**config.mk**
```make
export PLATFORM = sky130hd
export DESIGN_NAME = pmic_pin_and_buck_control_regs
export DESIGN_NICKNAME = d
export VERILOG_FILES = /design/src/pmic_pin_and_buck_control_regs.v
export VERILOG_INCLUDE_DIRS = /design/src
export SDC_FILE = /design/constraint.sdc
export NUM_CORES = 1
export LEC_CHECK = 0
export BUFFER_PORTS_ARGS = -buffer_cell sky130_fd_sc_hd__buf_2
export CORE_UTILIZATION = 40
export CTS_CLUSTER_DIAMETER = 200
export DETAILED_ROUTE_END_ITERATION = 7
export PLACE_DENSITY = 0.6
export SKIP_LAST_GASP = 1
export SYNTH_ARGS = -nofsm -noshare
export SYNTH_HDL_FRONTEND = slang
export SYNTH_SLANG_ARGS = --single-unit
export TNS_END_PERCENT = 30
```
**constraint.sdc**
```tcl
create_clock -name mclk -period 5.7 [get_ports mclk]
set_input_delay 0.855 -clock mclk [delete_from_list [all_inputs] [get_ports mclk]]
set_output_delay 0.855 -clock mclk [all_outputs]
set_load 0.02 [all_outputs]
```
**src/pmic_ctrl_map.vh**
```
`ifndef PMIC_CTRL_MAP_VH
`define PMIC_CTRL_MAP_VH

// Register offsets.
`define ADDR_PIN4_CONFIG 8'h0F
`define ADDR_BUCK_GLOBAL_ENABLES 8'h10
`define ADDR_PIN_OUTPUT_IMAGE 8'h20
`define ADDR_PIN_INPUT_IMAGE 8'h21
`define ADDR_ALT_SETTING_FIRST 8'h22
`define ADDR_ALT_SETTING_SECOND 8'h23
`define ADDR_ALT_TARGET_SELECTS 8'h24
`define ADDR_BUCK_PIN_CONTROL 8'h25
`define ADDR_LINREG_PIN_CONTROL_LOW 8'h26
`define ADDR_LINREG_PIN_CONTROL_HIGH 8'h27
`define ADDR_ALT_SETTING_THIRD 8'h2B
`define ADDR_ALT_TARGET_THIRD 8'h2C
`define ADDR_BUCK_NOISE_SPEED 8'h30
`define ADDR_BUCK_RAMP_FREQ 8'h31

// Reset values.
`define RST_PIN4_CONFIG 8'h03
`define RST_BUCK_GLOBAL_ENABLES 4'hF
`define RST_ALT_TARGET_SELECTS 8'hFF
`define RST_ALT_TARGET_THIRD 4'hF

// Field positions.
`define PIN_INVERT_BIT 7
`define PIN_FUNC_HI 6
`define PIN_FUNC_LO 3
`define PIN_MODE_HI 2
`define PIN_MODE_LO 0
`define LINREG_ON_BIT 7
`define BUCK_PICK_BIT 7
`define BUCK_CODE_HI 6
`define RAMP_TARGET_HI 7
`define RAMP_TARGET_LO 6
`define RAMP_TIME_HI 5
`define RAMP_TIME_LO 4
`define FOLLOWER_BIT 3

// Pin functions.
`define FN_PLAIN_IO 4'h0
`define FN_VOLT_SELECT 4'h5
`define FN_STANDBY_SELECT 4'h6
`define FN_SLOW_CLOCK 4'h8

// Pin modes.
`define MODE_INPUT 3'h0
`define MODE_PUSH_PULL 3'h1
`define MODE_OPEN_DRAIN 3'h2
`define MODE_ANALOG 3'h3
`define MODE_IN_PULL_UP 3'h4
`define MODE_IN_PULL_DOWN 3'h5
`define MODE_OD_PULL_UP 3'h6
`define MODE_ANALOG_PULL_DOWN 3'h7

// Alternate setting limits.
`define TARGET_LIMIT 4'hC
`define REG_COUNT 12

// Timing.
`define CLK_HZ 200000000
`define CLK_PERIOD_NS 5
`define SLOW_CLK_HZ 32768
`define SLOW_HALF_CYCLES (`CLK_HZ / (2 * `SLOW_CLK_HZ))
`define RAMP_STEP1_NS 4000
`define RAMP_STEP2_NS 8000
`define RAMP_STEP3_NS 16000
`define RAMP_STEP1_CYCLES (`RAMP_STEP1_NS / `CLK_PERIOD_NS)
`define RAMP_STEP2_CYCLES (`RAMP_STEP2_NS / `CLK_PERIOD_NS)
`define RAMP_STEP3_CYCLES (`RAMP_STEP3_NS / `CLK_PERIOD_NS)

// Frequencies in MHz.
`define FREQ_LOW 3'h2
`define FREQ_MID 3'h3
`define FREQ_HIGH 3'h4

`endif

```
**src/pmic_pin_and_buck_control_regs.v**
```verilog
`timescale 1ns/100ps
`include "pmic_ctrl_map.vh"

module pmic_pin_and_buck_control_regs #(
    parameter NPINS = 4,
    parameter NBUCK = 4,
    parameter NLIN = 8
) (
    input wire mclk,
    input wire rst_n,
    input wire reg_wr,
    input wire reg_rd,
    input wire [7:0] reg_addr,
    input wire [7:0] reg_wdata,
    output reg [7:0] reg_rdata,
    input wire [95:0] base_image,
    input wire [11:0] pin123_function_select,
    input wire [8:0] pin123_electrical_mode,
    input wire [2:0] pin123_polarity_flip,
    input wire rtc_on,
    input wire rtc_clk32,
    input wire [3:0] pin_in,
    output reg [3:0] pin_out,
    output reg [3:0] pin_oe,
    output reg pin4_pull_up,
    output reg pin4_pull_down,
    output reg pin4_analog_en,
    output reg [95:0] effective_image,
    output reg [3:0] buck_on,
    output reg [27:0] buck_level_out,
    output reg [7:0] linreg_on,
    output reg [3:0] buck_quiet_mode,
    output reg [3:0] buck_quick_regulation,
    output reg buck3_follower,
    output reg [8:0] buck_freq_mhz
);

    reg [7:0] pin4_config_r;
    reg [3:0] buck_global_on_r;
    reg [3:0] pin_drive_value_r;
    reg [3:0] pin_sensed_level_r;
    reg [7:0] alt_setting_first_r;
    reg [7:0] alt_setting_second_r;
    reg [7:0] alt_setting_third_r;
    reg [7:0] alt_target_selects_r;
    reg [3:0] alt_target_third_r;
    reg [7:0] buck_pin_control_r;
    reg [15:0] linreg_pin_control_r;
    reg [7:0] buck_noise_speed_r;
    reg [7:0] buck_ramp_freq_r;
    reg [11:0] slow_cnt_r;
    reg slow_clk_r;
    reg rtc_meta_r;
    reg rtc_sync_r;
    reg [6:0] ramp_level_r;
    reg [11:0] ramp_cnt_r;

    wire [15:0] pin_function_select;
    wire [11:0] pin_electrical_mode;
    wire [3:0] pin_polarity_flip;
    wire [3:0] pin_level;
    wire [3:0] pin_sensed_nxt;
    wire [3:0] vsel_pin;
    wire vsel_active;
    wire slow_src;
    reg [95:0] effective_nxt;

    // Mode decodes used for every pin.
    function is_drive_mode;
        input [2:0] mode;
        begin
            is_drive_mode = (mode == `MODE_PUSH_PULL) || (mode == `MODE_OPEN_DRAIN) ||
                (mode == `MODE_OD_PULL_UP);
        end
    endfunction

    function is_digital_in;
        input [2:0] mode;
        begin
            is_digital_in = (mode != `MODE_PUSH_PULL) && (mode != `MODE_ANALOG) &&
                (mode != `MODE_ANALOG_PULL_DOWN);
        end
    endfunction

    // Picks the level of pin one to three for a two-bit control code.
    function pin_by_code;
        input [1:0] code;
        input [3:0] levels;
        begin
            pin_by_code = (code == 2'h0) ? 1'b1 : levels[code - 2'h1];
        end
    endfunction

    // Pin four configuration is local, pins one to three arrive from their owners.
    assign pin_function_select = {pin4_config_r[`PIN_FUNC_HI:`PIN_FUNC_LO],
        pin123_function_select};
    assign pin_electrical_mode = {pin4_config_r[`PIN_MODE_HI:`PIN_MODE_LO],
        pin123_electrical_mode};
    assign pin_polarity_flip = {pin4_config_r[`PIN_INVERT_BIT], pin123_polarity_flip};

    // The slow clock comes from the RTC when running, else from the divider.
    assign slow_src = rtc_on ? rtc_sync_r : slow_clk_r;

    // Per-pin input path and voltage-select detection.
    genvar gi;
    generate
        for (gi = 0; gi < NPINS; gi = gi + 1) begin : g_pin
            wire [3:0] fn = pin_function_select[4*gi+3:4*gi];
            wire [2:0] md = pin_electrical_mode[3*gi+2:3*gi];
            assign pin_level[gi] = pin_in[gi] ^ pin_polarity_flip[gi];
            assign pin_sensed_nxt[gi] = is_digital_in(md) & pin_level[gi];
            assign vsel_pin[gi] = ((fn == `FN_VOLT_SELECT) || (fn == `FN_STANDBY_SELECT)) &&
                is_digital_in(md) && pin_level[gi];
        end
    endgenerate

    assign vsel_active = |vsel_pin;

    // Overlay of the alternate bytes onto the regulator image; third wins, then second.
    integer ri;
    always @* begin
        effective_nxt = base_image;
        for (ri = 0; ri < `REG_COUNT; ri = ri + 1) begin
            if (vsel_active && (alt_target_selects_r[3:0] < `TARGET_LIMIT) &&
                (alt_target_selects_r[3:0] == ri[3:0])) begin
                effective_nxt[8*ri +: 8] = alt_setting_first_r;
            end
            if (vsel_active && (alt_target_selects_r[7:4] < `TARGET_LIMIT) &&
                (alt_target_selects_r[7:4] == ri[3:0])) begin
                effective_nxt[8*ri +: 8] = alt_setting_second_r;
            end
            if (vsel_active && (alt_target_third_r < `TARGET_LIMIT) &&
                (alt_target_third_r == ri[3:0])) begin
                effective_nxt[8*ri +: 8] = alt_setting_third_r;
            end
        end
    end

    // Ramp target code and the step delay chosen by the host.
    wire [1:0] ramp_sel = buck_ramp_freq_r[`RAMP_TARGET_HI:`RAMP_TARGET_LO];
    wire [1:0] ramp_time = buck_ramp_freq_r[`RAMP_TIME_HI:`RAMP_TIME_LO];
    wire [6:0] ramp_goal = effective_nxt[8*ramp_sel +: 7];
    localparam [31:0] STEP1_FULL = `RAMP_STEP1_CYCLES;
    localparam [31:0] STEP2_FULL = `RAMP_STEP2_CYCLES;
    localparam [31:0] STEP3_FULL = `RAMP_STEP3_CYCLES;
    reg [11:0] ramp_period;
    always @* begin
        case (ramp_time)
            2'h1: ramp_period = STEP1_FULL[11:0];
            2'h2: ramp_period = STEP2_FULL[11:0];
            2'h3: ramp_period = STEP3_FULL[11:0];
            default: ramp_period = 12'h001;
        endcase
    end

    // Host register writes; unused bits are dropped.
    always @(posedge mclk) begin
        if (!rst_n) begin
            pin4_config_r <= `RST_PIN4_CONFIG;
            buck_global_on_r <= `RST_BUCK_GLOBAL_ENABLES;
            pin_drive_value_r <= 4'h0;
            alt_setting_first_r <= 8'h00;
            alt_setting_second_r <= 8'h00;
            alt_setting_third_r <= 8'h00;
            alt_target_selects_r <= `RST_ALT_TARGET_SELECTS;
            alt_target_third_r <= `RST_ALT_TARGET_THIRD;
            buck_pin_control_r <= 8'h00;
            linreg_pin_control_r <= 16'h0000;
            buck_noise_speed_r <= 8'h00;
            buck_ramp_freq_r <= 8'h00;
        end else if (reg_wr) begin
            if (reg_addr == `ADDR_PIN4_CONFIG) begin
                pin4_config_r <= reg_wdata;
            end else if (reg_addr == `ADDR_BUCK_GLOBAL_ENABLES) begin
                buck_global_on_r <= reg_wdata[3:0];
            end else if (reg_addr == `ADDR_PIN_OUTPUT_IMAGE) begin
                pin_drive_value_r <= reg_wdata[3:0];
            end else if (reg_addr == `ADDR_ALT_SETTING_FIRST) begin
                alt_setting_first_r <= reg_wdata;
            end else if (reg_addr == `ADDR_ALT_SETTING_SECOND) begin
                alt_setting_second_r <= reg_wdata;
            end else if (reg_addr == `ADDR_ALT_TARGET_SELECTS) begin
                alt_target_selects_r <= reg_wdata;
            end else if (reg_addr == `ADDR_BUCK_PIN_CONTROL) begin
                buck_pin_control_r <= reg_wdata;
            end else if (reg_addr == `ADDR_LINREG_PIN_CONTROL_LOW) begin
                linreg_pin_control_r[7:0] <= reg_wdata;
            end else if (reg_addr == `ADDR_LINREG_PIN_CONTROL_HIGH) begin
                linreg_pin_control_r[15:8] <= reg_wdata;
            end else if (reg_addr == `ADDR_ALT_SETTING_THIRD) begin
                alt_setting_third_r <= reg_wdata;
            end else if (reg_addr == `ADDR_ALT_TARGET_THIRD) begin
                alt_target_third_r <= reg_wdata[3:0];
            end else if (reg_addr == `ADDR_BUCK_NOISE_SPEED) begin
                buck_noise_speed_r <= reg_wdata;
            end else if (reg_addr == `ADDR_BUCK_RAMP_FREQ) begin
                buck_ramp_freq_r <= reg_wdata;
            end
        end
    end

    // Host register reads, answered one cycle after the strobe; unmapped reads zero.
    always @(posedge mclk) begin
        if (!rst_n) begin
            reg_rdata <= 8'h00;
        end else if (reg_rd) begin
            if (reg_addr == `ADDR_PIN4_CONFIG) begin
                reg_rdata <= pin4_config_r;
            end else if (reg_addr == `ADDR_BUCK_GLOBAL_ENABLES) begin
                reg_rdata <= {4'h0, buck_global_on_r};
            end else if (reg_addr == `ADDR_PIN_OUTPUT_IMAGE) begin
                reg_rdata <= {4'h0, pin_drive_value_r};
            end else if (reg_addr == `ADDR_PIN_INPUT_IMAGE) begin
                reg_rdata <= {4'h0, pin_sensed_level_r};
            end else if (reg_addr == `ADDR_ALT_SETTING_FIRST) begin
                reg_rdata <= alt_setting_first_r;
            end else if (reg_addr == `ADDR_ALT_SETTING_SECOND) begin
                reg_rdata <= alt_setting_second_r;
            end else if (reg_addr == `ADDR_ALT_TARGET_SELECTS) begin
                reg_rdata <= alt_target_selects_r;
            end else if (reg_addr == `ADDR_BUCK_PIN_CONTROL) begin
                reg_rdata <= buck_pin_control_r;
            end else if (reg_addr == `ADDR_LINREG_PIN_CONTROL_LOW) begin
                reg_rdata <= linreg_pin_control_r[7:0];
            end else if (reg_addr == `ADDR_LINREG_PIN_CONTROL_HIGH) begin
                reg_rdata <= linreg_pin_control_r[15:8];
            end else if (reg_addr == `ADDR_ALT_SETTING_THIRD) begin
                reg_rdata <= alt_setting_third_r;
            end else if (reg_addr == `ADDR_ALT_TARGET_THIRD) begin
                reg_rdata <= {4'h0, alt_target_third_r};
            end else if (reg_addr == `ADDR_BUCK_NOISE_SPEED) begin
                reg_rdata <= buck_noise_speed_r;
            end else if (reg_addr == `ADDR_BUCK_RAMP_FREQ) begin
                reg_rdata <= buck_ramp_freq_r;
            end else begin
                reg_rdata <= 8'h00;
            end
        end
    end

    // Slow clock divider and the RTC clock synchroniser.
    always @(posedge mclk) begin
        if (!rst_n) begin
            slow_cnt_r <= 12'h000;
            slow_clk_r <= 1'b0;
            rtc_meta_r <= 1'b0;
            rtc_sync_r <= 1'b0;
        end else begin
            rtc_meta_r <= rtc_clk32;
            rtc_sync_r <= rtc_meta_r;
            if (slow_cnt_r == `SLOW_HALF_CYCLES - 1) begin
                slow_cnt_r <= 12'h000;
                slow_clk_r <= ~slow_clk_r;
            end else begin
                slow_cnt_r <= slow_cnt_r + 12'h001;
            end
        end
    end

    // Voltage ramp: the selected buck moves one code per step period; with a ramp time code of zero it jumps straight to its goal.
    always @(posedge mclk) begin
        if (!rst_n) begin
            ramp_level_r <= 7'h00;
            ramp_cnt_r <= 12'h000;
        end else if (ramp_time == 2'h0) begin
            ramp_level_r <= ramp_goal;
            ramp_cnt_r <= 12'h000;
        end else if (ramp_level_r == ramp_goal) begin
            ramp_cnt_r <= 12'h000;
        end else if (ramp_cnt_r >= ramp_period - 12'h001) begin
            ramp_cnt_r <= 12'h000;
            if (ramp_level_r < ramp_goal) begin
                ramp_level_r <= ramp_level_r + 7'h01;
            end else begin
                ramp_level_r <= ramp_level_r - 7'h01;
            end
        end else begin
            ramp_cnt_r <= ramp_cnt_r + 12'h001;
        end
    end

    // Per-buck level code: ramped for the ramp target, buck three may follow buck two.
    integer ci;
    reg [27:0] buck_code_nxt;
    always @* begin
        buck_code_nxt = 28'h0;
        for (ci = 0; ci < NBUCK; ci = ci + 1) begin
            buck_code_nxt[7*ci +: 7] = (ramp_sel == ci[1:0]) ? ramp_level_r :
                effective_nxt[8*ci +: 7];
        end
        if (buck_ramp_freq_r[`FOLLOWER_BIT]) begin
            buck_code_nxt[20:14] = buck_code_nxt[13:7];
        end
    end

    // Registered pin drive, input image and regulator outputs.
    integer bi;
    always @(posedge mclk) begin
        if (!rst_n) begin
            pin_out <= 4'h0;
            pin_oe <= 4'h0;
            pin4_pull_up <= 1'b0;
            pin4_pull_down <= 1'b0;
            pin4_analog_en <= 1'b1;
            pin_sensed_level_r <= 4'h0;
            effective_image <= 96'h0;
            buck_on <= 4'h0;
            buck_level_out <= 28'h0;
            linreg_on <= 8'h00;
            buck_quiet_mode <= 4'h0;
            buck_quick_regulation <= 4'h0;
            buck3_follower <= 1'b0;
            buck_freq_mhz <= 9'h000;
        end else begin
            pin_sensed_level_r <= pin_sensed_nxt;
            effective_image <= effective_nxt;
            for (bi = 0; bi < NPINS; bi = bi + 1) begin
                if (pin_function_select[4*bi +: 4] == `FN_SLOW_CLOCK) begin
                    pin_out[bi] <= slow_src ^ pin_polarity_flip[bi];
                end else begin
                    pin_out[bi] <= pin_drive_value_r[bi] ^ pin_polarity_flip[bi];
                end
                if (pin_electrical_mode[3*bi +: 3] == `MODE_PUSH_PULL) begin
                    pin_oe[bi] <= 1'b1;
                end else if (is_drive_mode(pin_electrical_mode[3*bi +: 3])) begin
                    pin_oe[bi] <= ~(pin_drive_value_r[bi] ^ pin_polarity_flip[bi]);
                end else begin
                    pin_oe[bi] <= 1'b0;
                end
            end
            pin4_pull_up <= (pin_electrical_mode[11:9] == `MODE_IN_PULL_UP) ||
                (pin_electrical_mode[11:9] == `MODE_OD_PULL_UP);
            pin4_pull_down <= (pin_electrical_mode[11:9] == `MODE_IN_PULL_DOWN) ||
                (pin_electrical_mode[11:9] == `MODE_ANALOG_PULL_DOWN);
            pin4_analog_en <= (pin_electrical_mode[11:9] == `MODE_ANALOG) ||
                (pin_electrical_mode[11:9] == `MODE_ANALOG_PULL_DOWN);
            buck_level_out <= buck_code_nxt;
            for (bi = 0; bi < NBUCK; bi = bi + 1) begin
                buck_on[bi] <= buck_global_on_r[bi] && (buck_code_nxt[7*bi +: 7] != 7'h00) &&
                    pin_by_code(buck_pin_control_r[2*bi +: 2], pin_level);
            end
            for (bi = 0; bi < NLIN; bi = bi + 1) begin
                linreg_on[bi] <= effective_nxt[8*(bi+4) + `LINREG_ON_BIT] &&
                    pin_by_code(linreg_pin_control_r[2*bi +: 2], pin_level);
            end
            buck_quiet_mode <= buck_noise_speed_r[7:4];
            buck_quick_regulation <= buck_noise_speed_r[3:0];
            buck3_follower <= buck_ramp_freq_r[`FOLLOWER_BIT];
            for (bi = 0; bi < 3; bi = bi + 1) begin
                if (!effective_nxt[8*bi + `BUCK_PICK_BIT]) begin
                    buck_freq_mhz[3*bi +: 3] <= buck_ramp_freq_r[bi] ? `FREQ_MID : `FREQ_LOW;
                end else begin
                    buck_freq_mhz[3*bi +: 3] <= buck_ramp_freq_r[bi] ? `FREQ_HIGH : `FREQ_MID;
                end
            end
        end
    end

endmodule

```
* Word-level counts from Yosys, hierarchy flattened
Cells that the tools add are included.
** Storage, ports and cells
- Register bits after elaboration :: 303
- Output and inout port bits :: 173
- Word-level logic and storage cells :: 442
** Cells by class
- $add $sub $neg :: 17
- Order comparisons :: 17
- Equal/unequal tests :: 96
- Shift operators :: 1
- Muxes and demuxes :: 118
- Bitwise operators :: 34
- Reductions and logical operators :: 125
** Operator list (count)
- 8-bit 2-to-1 mux :: 50
- 8-bit by 6-bit == test with 1-bit output (second input constant) :: 12
- 96-bit by 6-bit indexed part select with 7-bit output :: 1
- 4-bit by 3-bit == test with 1-bit output (second input constant) :: 20
- 1-bit logical AND :: 71
- 4-bit == test (second input constant) :: 16
- 7-bit 2-to-1 mux :: 9
- 1-bit 2-to-1 mux :: 40
- 2-bit by 3-bit less-than comparator with 1-bit output (second input constant) :: 12
- 12-bit one-hot mux with 3 select lines :: 1
- 2-bit logical NOT :: 14
- 7-bit nonzero test :: 4
- 12-bit by 1-bit adder with 12-bit output (second input constant) :: 2
- 1-bit binary-select mux with 2-bit select :: 12
- 4-bit by 2-bit == test with 1-bit output (second input constant) :: 6
- 2-bit by 1-bit subtractor with 2-bit output (second input constant) :: 12
- 3-bit == test (second input constant) :: 7
- 3-bit 2-to-1 mux :: 6
- 1-bit inverter :: 18
- 3-bit by 2-bit == test with 1-bit output (second input constant) :: 5
- 1-bit logical OR :: 15
- 14-bit AND reduction :: 1
- 13-bit AND reduction :: 1
- 12-bit == test (second input constant) :: 1
- 34 further kinds :: 72

* Logic depth before layout (Yosys ltp)
- Depth after elaboration :: 17
- Gate-level depth with buffers :: 25
- Mapped depth without buffers :: 22

* Least setup slack after synthesis
No wires, ideal clock.
- Kind :: input to register
- Start point :: input pin123_electrical_mode[7]
- End point :: register ramp_level_r[6]
- Library setup time :: 0.122 ns
- Arrival time :: 5.704 ns
- Required time :: 5.578 ns
- Path slack :: -0.125 ns
- Stages on the path :: 22
- Cell sequence :: nand2b_1 -> a2111oi_2 -> o21ba_2 -> buf_6 -> a21oi_2 -> mux2_2 -> mux4_2 -> inv_1 -> ha_1 -> nor2b_1 -> o21ai_0 -> a21oi_1 -> a211o_1 -> fa_1 -> a21o_1 -> a21oi_1 -> o21bai_1 -> a21oi_1 -> xor2_1 -> o31ai_1 -> or3b_2 -> o311a_1
** On the way
- Longest elaborated chain between the ends :: 17
** RTL lines
- from (decl) :: RTL line pmic_pin_and_buck_control_regs.v:18 : input wire [8:0] pin123_electrical_mode,
- 3-bit by 1-bit != test with 1-bit output (no line) / 3-bit by 2-bit != test with 1-bit output (equally long branches)
- 1-bit logical AND :: RTL line pmic_pin_and_buck_control_regs.v:80 : is_digital_in = (mode != `MODE_PUSH_PULL) && (mode != `MODE_ANALOG) &&
- 1-bit logical AND * :: RTL line pmic_pin_and_buck_control_regs.v:80
- 1-bit logical AND * (2 in a row) :: RTL line pmic_pin_and_buck_control_regs.v:112 : assign vsel_pin[gi] = ((fn == `FN_VOLT_SELECT) || (fn == `FN_STANDBY_SELECT)) &&
- 4-bit OR reduction * :: RTL line pmic_pin_and_buck_control_regs.v:117 : assign vsel_active = |vsel_pin;
- 1-bit logical AND (2 in a row) :: RTL line pmic_pin_and_buck_control_regs.v:124 : if (vsel_active && (alt_target_selects_r[3:0] < `TARGET_LIMIT) &&
- 8-bit 2-to-1 mux :: RTL line pmic_pin_and_buck_control_regs.v:124
- 8-bit 2-to-1 mux :: RTL line pmic_pin_and_buck_control_regs.v:128 : if (vsel_active && (alt_target_selects_r[7:4] < `TARGET_LIMIT) &&
- 8-bit 2-to-1 mux :: RTL line pmic_pin_and_buck_control_regs.v:132 : if (vsel_active && (alt_target_third_r < `TARGET_LIMIT) &&
- 96-bit by 6-bit indexed part select with 7-bit output * :: RTL line pmic_pin_and_buck_control_regs.v:142 : wire [6:0] ramp_goal = effective_nxt[8*ramp_sel +: 7];
- 7-bit less-than comparator :: RTL line pmic_pin_and_buck_control_regs.v:272 : if (ramp_level_r < ramp_goal) begin
- 7-bit 2-to-1 mux :: RTL line pmic_pin_and_buck_control_regs.v:272
- 7-bit 2-to-1 mux :: RTL line pmic_pin_and_buck_control_regs.v:270 : end else if (ramp_cnt_r >= ramp_period - 12'h001) begin
- 7-bit 2-to-1 mux :: RTL line pmic_pin_and_buck_control_regs.v:268 : end else if (ramp_level_r == ramp_goal) begin
- 7-bit 2-to-1 mux :: RTL line pmic_pin_and_buck_control_regs.v:265 : end else if (ramp_time == 2'h0) begin
- to (signal assigned) :: RTL line pmic_pin_and_buck_control_regs.v:266 : ramp_level_r <= ramp_goal;
- to (signal assigned) :: RTL line pmic_pin_and_buck_control_regs.v:273 : ramp_level_r <= ramp_level_r + 7'h01;
- to (signal assigned) :: RTL line pmic_pin_and_buck_control_regs.v:275 : ramp_level_r <= ramp_level_r - 7'h01;
- to (decl) :: RTL line pmic_pin_and_buck_control_regs.v:55 : reg [6:0] ramp_level_r;
Mark *: on every way between the ends. The rest lies on a longest branch, timed or not. The select of a mux whose other input is x is not followed.
A chain may end at the register's enable or synchronous reset.

* Worst setup path in the final report
Ends and elaborated chain as after synthesis.

==> metrics.json <==
{
  "design.die.area": {"value": 41000, "unit": "um2"},
  "num-nets-final": {"value": 2481},
  "initial_core_util": {"value": 40.5, "unit": "%"},
  "finalMaxSlewViolations": {"value": 0},
  "most-common-layout-cells": {"value": "sky130_fd_sc_hd__nor2_1, sky130_fd_sc_hd__buf_2, sky130_fd_sc_hd__dfxtp_1"},
  "grt.total_usage": {"value": 29.8, "unit": "%"},
  "post-cts-setup-buffers": {"value": 0},
  "chipHeight": {"value": 202, "unit": "um"},
  "min_hold_slack": {"value": 0.457, "unit": "ns"},
  "max-clock-path-buffers": {"value": 3},
  "net_sw_share": {"value": 25.0, "unit": "%"},
  "synth_sequential_area_ratio": {"value": 37.7, "unit": "%"},
  "postCtsResizedCells": {"value": 0},
  "worstPathArrival": {"value": 5.97, "unit": "ns"},
  "timing.slew.headroom": {"value": 18.6, "unit": "%"},
  "switchingPower": {"value": 0.00130, "unit": "W"},
  "ctsHtreeMaxLevel": {"value": 2},
  "cts-root-buf": {"value": "sky130_fd_sc_hd__clkbuf_16"},
  "finalHoldViolations": {"value": 0},
  "finalSetupTns": {"value": 0, "unit": "ns"},
  "drt-wirelength-per-cell": {"value": 22.2, "unit": "um"},
  "grt.overflow.total": {"value": 0},
  "drt_drc_violations_left": {"value": 0},
  "period_share": {"value": 97.1, "unit": "%"},
  "routed_via_density": {"value": 5.63},
  "whs_path_cells": {"value": 1},
  "gpl.final_weighted_congestion": {"value": 0.966},
  "routed_wl": {"value": 62.9, "unit": "mm"},
  "numCtsBuffers": {"value": 34},
  "worstRegToRegCells": {"value": 19},
  "postRouteAntennaNets": {"value": 0},
  "grt_max_degree": {"value": 104},
  "postSynthRegisterBits": {"value": 303},
  "cp-end-kind": {"value": "register"},
  "synth_enable_flop_cells": {"value": 0},
  "synth.net_count": {"value": 2133},
  "row_count": {"value": 73},
  "worst_skew_pair.late_latency": {"value": 0.55, "unit": "ns"},
  "post_synth_num_cell_types": {"value": 85},
  "place_area": {"value": 18800, "unit": "um2"},
  "synthesis.yosys.warnings": {"value": 0},
  "setup_skew": {"value": 0.0178, "unit": "ns"},
  "synthesized_area_divided_by_synthesized_cell_count": {"value": 8.29, "unit": "um2"},
  "syn-instance-count": {"value": 1939},
  "synth.cell_area": {"value": 16100, "unit": "um2"},
  "share_clk_of_total_power": {"value": 46.2, "unit": "%"},
  "power.share.combinational": {"value": 11.3, "unit": "%"},
  "via_count": {"value": 16000},
  "dp_hpwl": {"value": 47.1, "unit": "mm"},
  "cts-hold-fix-buffers": {"value": 0},
  "worst-setup-path-type": {"value": "input port to register"},
  "p_seq_share": {"value": 42.5, "unit": "%"},
  "grt_setup_unrepaired": {"value": "false"},
  "first_iter_violations": {"value": 1348},
  "floorplan.core_area": {"value": 39600, "unit": "um2"},
  "drv_cap": {"value": 0},
  "path_clk_slew": {"value": 0.06, "unit": "ns"},
  "finalWorstPathRequiredPeriod": {"value": 5.54, "unit": "ns"},
  "hold_path_class": {"value": "register to register"},
  "grt_pass1_wl": {"value": 92.4, "unit": "mm"},
  "internal-power": {"value": 0.00391, "unit": "W"},
  "run_status": {"value": "finished clean"},
  "timing.final.setup_violations": {"value": 0},
  "power.leakage": {"value": 8.86, "unit": "nW"},
  "cts_tree": {"value": "built"},
  "setup.worst_path.start_class": {"value": "input port"},
  "layout-area-overhead-vs-synth": {"value": 25.0, "unit": "%"},
  "die_w": {"value": 202, "unit": "um"},
  "timing_worst_slew_pin_value": {"value": 1.22, "unit": "ns"},
  "critical_path.max_fanout": {"value": 9},
  "drt_pre_antenna_iters": {"value": 6},
  "power.density": {"value": 259, "unit": "nW/um2"},
  "final_core_util": {"value": 50.7, "unit": "%"},
  "io_buffers": {"value": 318},
  "critPathLaunch": {"value": "pin123_electrical_mode[7]"},
  "vdd_drop_max": {"value": 185, "unit": "uV"},
  "vias_in_the_first_global_route": {"value": 15200},
  "dominantRegCellSynth": {"value": "sky130_fd_sc_hd__dfxtp_1"},
  "achievable-frequency": {"value": 181, "unit": "MHz"},
  "finish.instance_area": {"value": 20100, "unit": "um2"},
  "final_common_cell": {"value": "sky130_fd_sc_hd__nor2_1"},
  "async_flop_share": {"value": 0, "unit": "%"},
  "holdCritStartpoint": {"value": "rtc_meta_r"},
  "data_required_time_at_the_worst_endpoint": {"value": 6.14, "unit": "ns"},
  "pin_count": {"value": 319},
  "grt_antenna_before_repair": {"value": 3},
  "r2r_start": {"value": "alt_target_selects_r[4]"},
  "layout-drive-gt1-share": {"value": 24.6, "unit": "%"},
  "cts_sinks": {"value": 303}
}
==> path summary, 6_finish.rpt <==
kind                            slack (ns)         endpoint
worst max-delay path                  0.16  ramp_level_r[6]
worst min-delay path                  0.46       rtc_sync_r
worst max register to register        0.18  ramp_level_r[6]
worst min register to register        0.46       rtc_sync_r
==> power by group through the flow <==
stage,Combinational (W),Clock [W],Sequential (W)
CTS,0.000586,0.00246,0.00221
finish,0.000591,0.00241,0.00221
detailed placement,0.000583,0,0.00226
floorplan,0.000248,0,0.00233
global placement,0.000581,0,0.00226
global route,0.000632,0.00255,0.00222
==> critical path, stage by stage <==
cell and delay (ns):
sky130_fd_sc_hd__buf_2 0.10, sky130_fd_sc_hd__nand2b_1 0.16, sky130_fd_sc_hd__a2111oi_2 0.38, sky130_fd_sc_hd__buf_4 0.21, sky130_fd_sc_hd__o21ba_4 0.22, sky130_fd_sc_hd__buf_4 0.16
sky130_fd_sc_hd__a21oi_4 0.13, sky130_fd_sc_hd__mux2_2 0.35, sky130_fd_sc_hd__mux4_2 0.47, sky130_fd_sc_hd__inv_1 0.07, sky130_fd_sc_hd__ha_1 0.23, sky130_fd_sc_hd__nor2b_1 0.13
sky130_fd_sc_hd__o21ai_0 0.17, sky130_fd_sc_hd__a21oi_1 0.10, sky130_fd_sc_hd__a211o_1 0.29, sky130_fd_sc_hd__fa_1 0.42, sky130_fd_sc_hd__a21o_1 0.18, sky130_fd_sc_hd__a21oi_2 0.18
sky130_fd_sc_hd__o21bai_1 0.09, sky130_fd_sc_hd__a21oi_1 0.19, sky130_fd_sc_hd__xor2_1 0.10, sky130_fd_sc_hd__o31ai_1 0.20, sky130_fd_sc_hd__or3b_2 0.47, sky130_fd_sc_hd__o311a_1 0.13
==> cell type report <==
class,count,area [um2]
Multi-Input combinational cell,1438,9310
Fill cell,3866,19500
Antenna cell,3,7.51
Timing Repair Buffer,448,2570
Sequential cell,303,6070
Clock inverter,11,196
Inverter,62,238
Clock buffer,50,1040
Tap cell,525,657
==> synth_stat cells (5+ instances only) <==
master	count	area, um2
sky130_fd_sc_hd__o22ai_1	28	175
sky130_fd_sc_hd__nand3_1	39	195
sky130_fd_sc_hd__nand2_1	135	507
sky130_fd_sc_hd__and2_1	30	188
sky130_fd_sc_hd__a211oi_1	62	465
sky130_fd_sc_hd__clkbuf_1	114	428
sky130_fd_sc_hd__mux2_2	5	56.3
sky130_fd_sc_hd__o221ai_1	14	123
sky130_fd_sc_hd__nor4b_1	6	52.6
sky130_fd_sc_hd__o21ai_0	59	295
sky130_fd_sc_hd__a21oi_1	160	801
sky130_fd_sc_hd__nand4b_1	6	52.6
sky130_fd_sc_hd__a221oi_1	11	96.3
sky130_fd_sc_hd__xnor2_1	15	131
sky130_fd_sc_hd__inv_1	59	221
sky130_fd_sc_hd__mux4_2	6	135
sky130_fd_sc_hd__buf_2	11	55.1
sky130_fd_sc_hd__nor4_1	7	43.8
sky130_fd_sc_hd__a22oi_1	7	52.6
sky130_fd_sc_hd__nor2b_1	8	50.1
sky130_fd_sc_hd__xor2_1	26	228
sky130_fd_sc_hd__ha_1	47	588
sky130_fd_sc_hd__nand4_1	16	100
sky130_fd_sc_hd__o22a_1	8	70.1
sky130_fd_sc_hd__and3_1	16	100
sky130_fd_sc_hd__nor2_1	359	1350
sky130_fd_sc_hd__a211o_1	5	43.8
sky130_fd_sc_hd__nor3_1	18	90.1
sky130_fd_sc_hd__a31oi_1	13	81.3
sky130_fd_sc_hd__or2_2	6	37.5
sky130_fd_sc_hd__buf_1	8	30.0
sky130_fd_sc_hd__dfxtp_1	303	6070
sky130_fd_sc_hd__and4b_1	5	50.1
sky130_fd_sc_hd__o31ai_1	8	60.1
sky130_fd_sc_hd__nor3_4	6	97.6
sky130_fd_sc_hd__a2bb2oi_1	7	61.3
sky130_fd_sc_hd__o211ai_1	21	158
sky130_fd_sc_hd__a21o_1	7	52.6
sky130_fd_sc_hd__o21a_1	9	67.6
sky130_fd_sc_hd__nand2b_1	15	93.8
sky130_fd_sc_hd__mux2i_1	178	1780
==> per-layer routing <==
metal	up-vias	GRT usage [%]	routed length [um]
met5	-	0	11
met4	2	10.7	1980
met3	130	5.52	4960
met2	735	48.9	29300
met1	7564	38.9	26600
li1	7568	-	-
==> cells by family (layout without fill, tap and decap cells) <==
logic type                 after synthesis  in the layout  share of synthesized area, %
and+or+nand+nor                        697            697                          20.2
adders and majority gates               48             48                          3.78
xor gates and xnor gates                43             43                          2.44
buffers and inverters                  198            571                          4.80
DFF                                    303            303                          37.7
other                                    0              3                             0
muxes                                  189            189                          12.3
AOI/OAI and AO/OA                      461            461                          18.8
==> per-stage QoR <==
stage / worst slack [ns] / power (W) / cells
after CTS: 0.0521 / 0.00526 / 2837
after global placement: -0.367 / 0.00284 / 2776
after floorplan: 0.00274 / 0.00257 / 1939
final: 0.164 / 0.00521 / 2840
after global routing: 0.00164 / 0.00540 / 2838
after detailed placement: -0.518 / 0.00284 / 2776
==> flip-flops by register name, indices dropped and copies added, names as in the netlist, 7 cells and up <==
signal and cells:
effective_image 96, buck_level_out 28, linreg_pin_control_r 16, ramp_cnt_r 12
slow_cnt_r 12, buck_freq_mhz 9, alt_setting_first_r 8, alt_setting_second_r 8
alt_setting_third_r 8, alt_target_selects_r 8, buck_noise_speed_r 8, buck_pin_control_r 8
buck_ramp_freq_r 8, linreg_on 8, pin4_config_r 8, reg_rdata 8
ramp_level_r 7
Power figures use the tool's default switching activity.
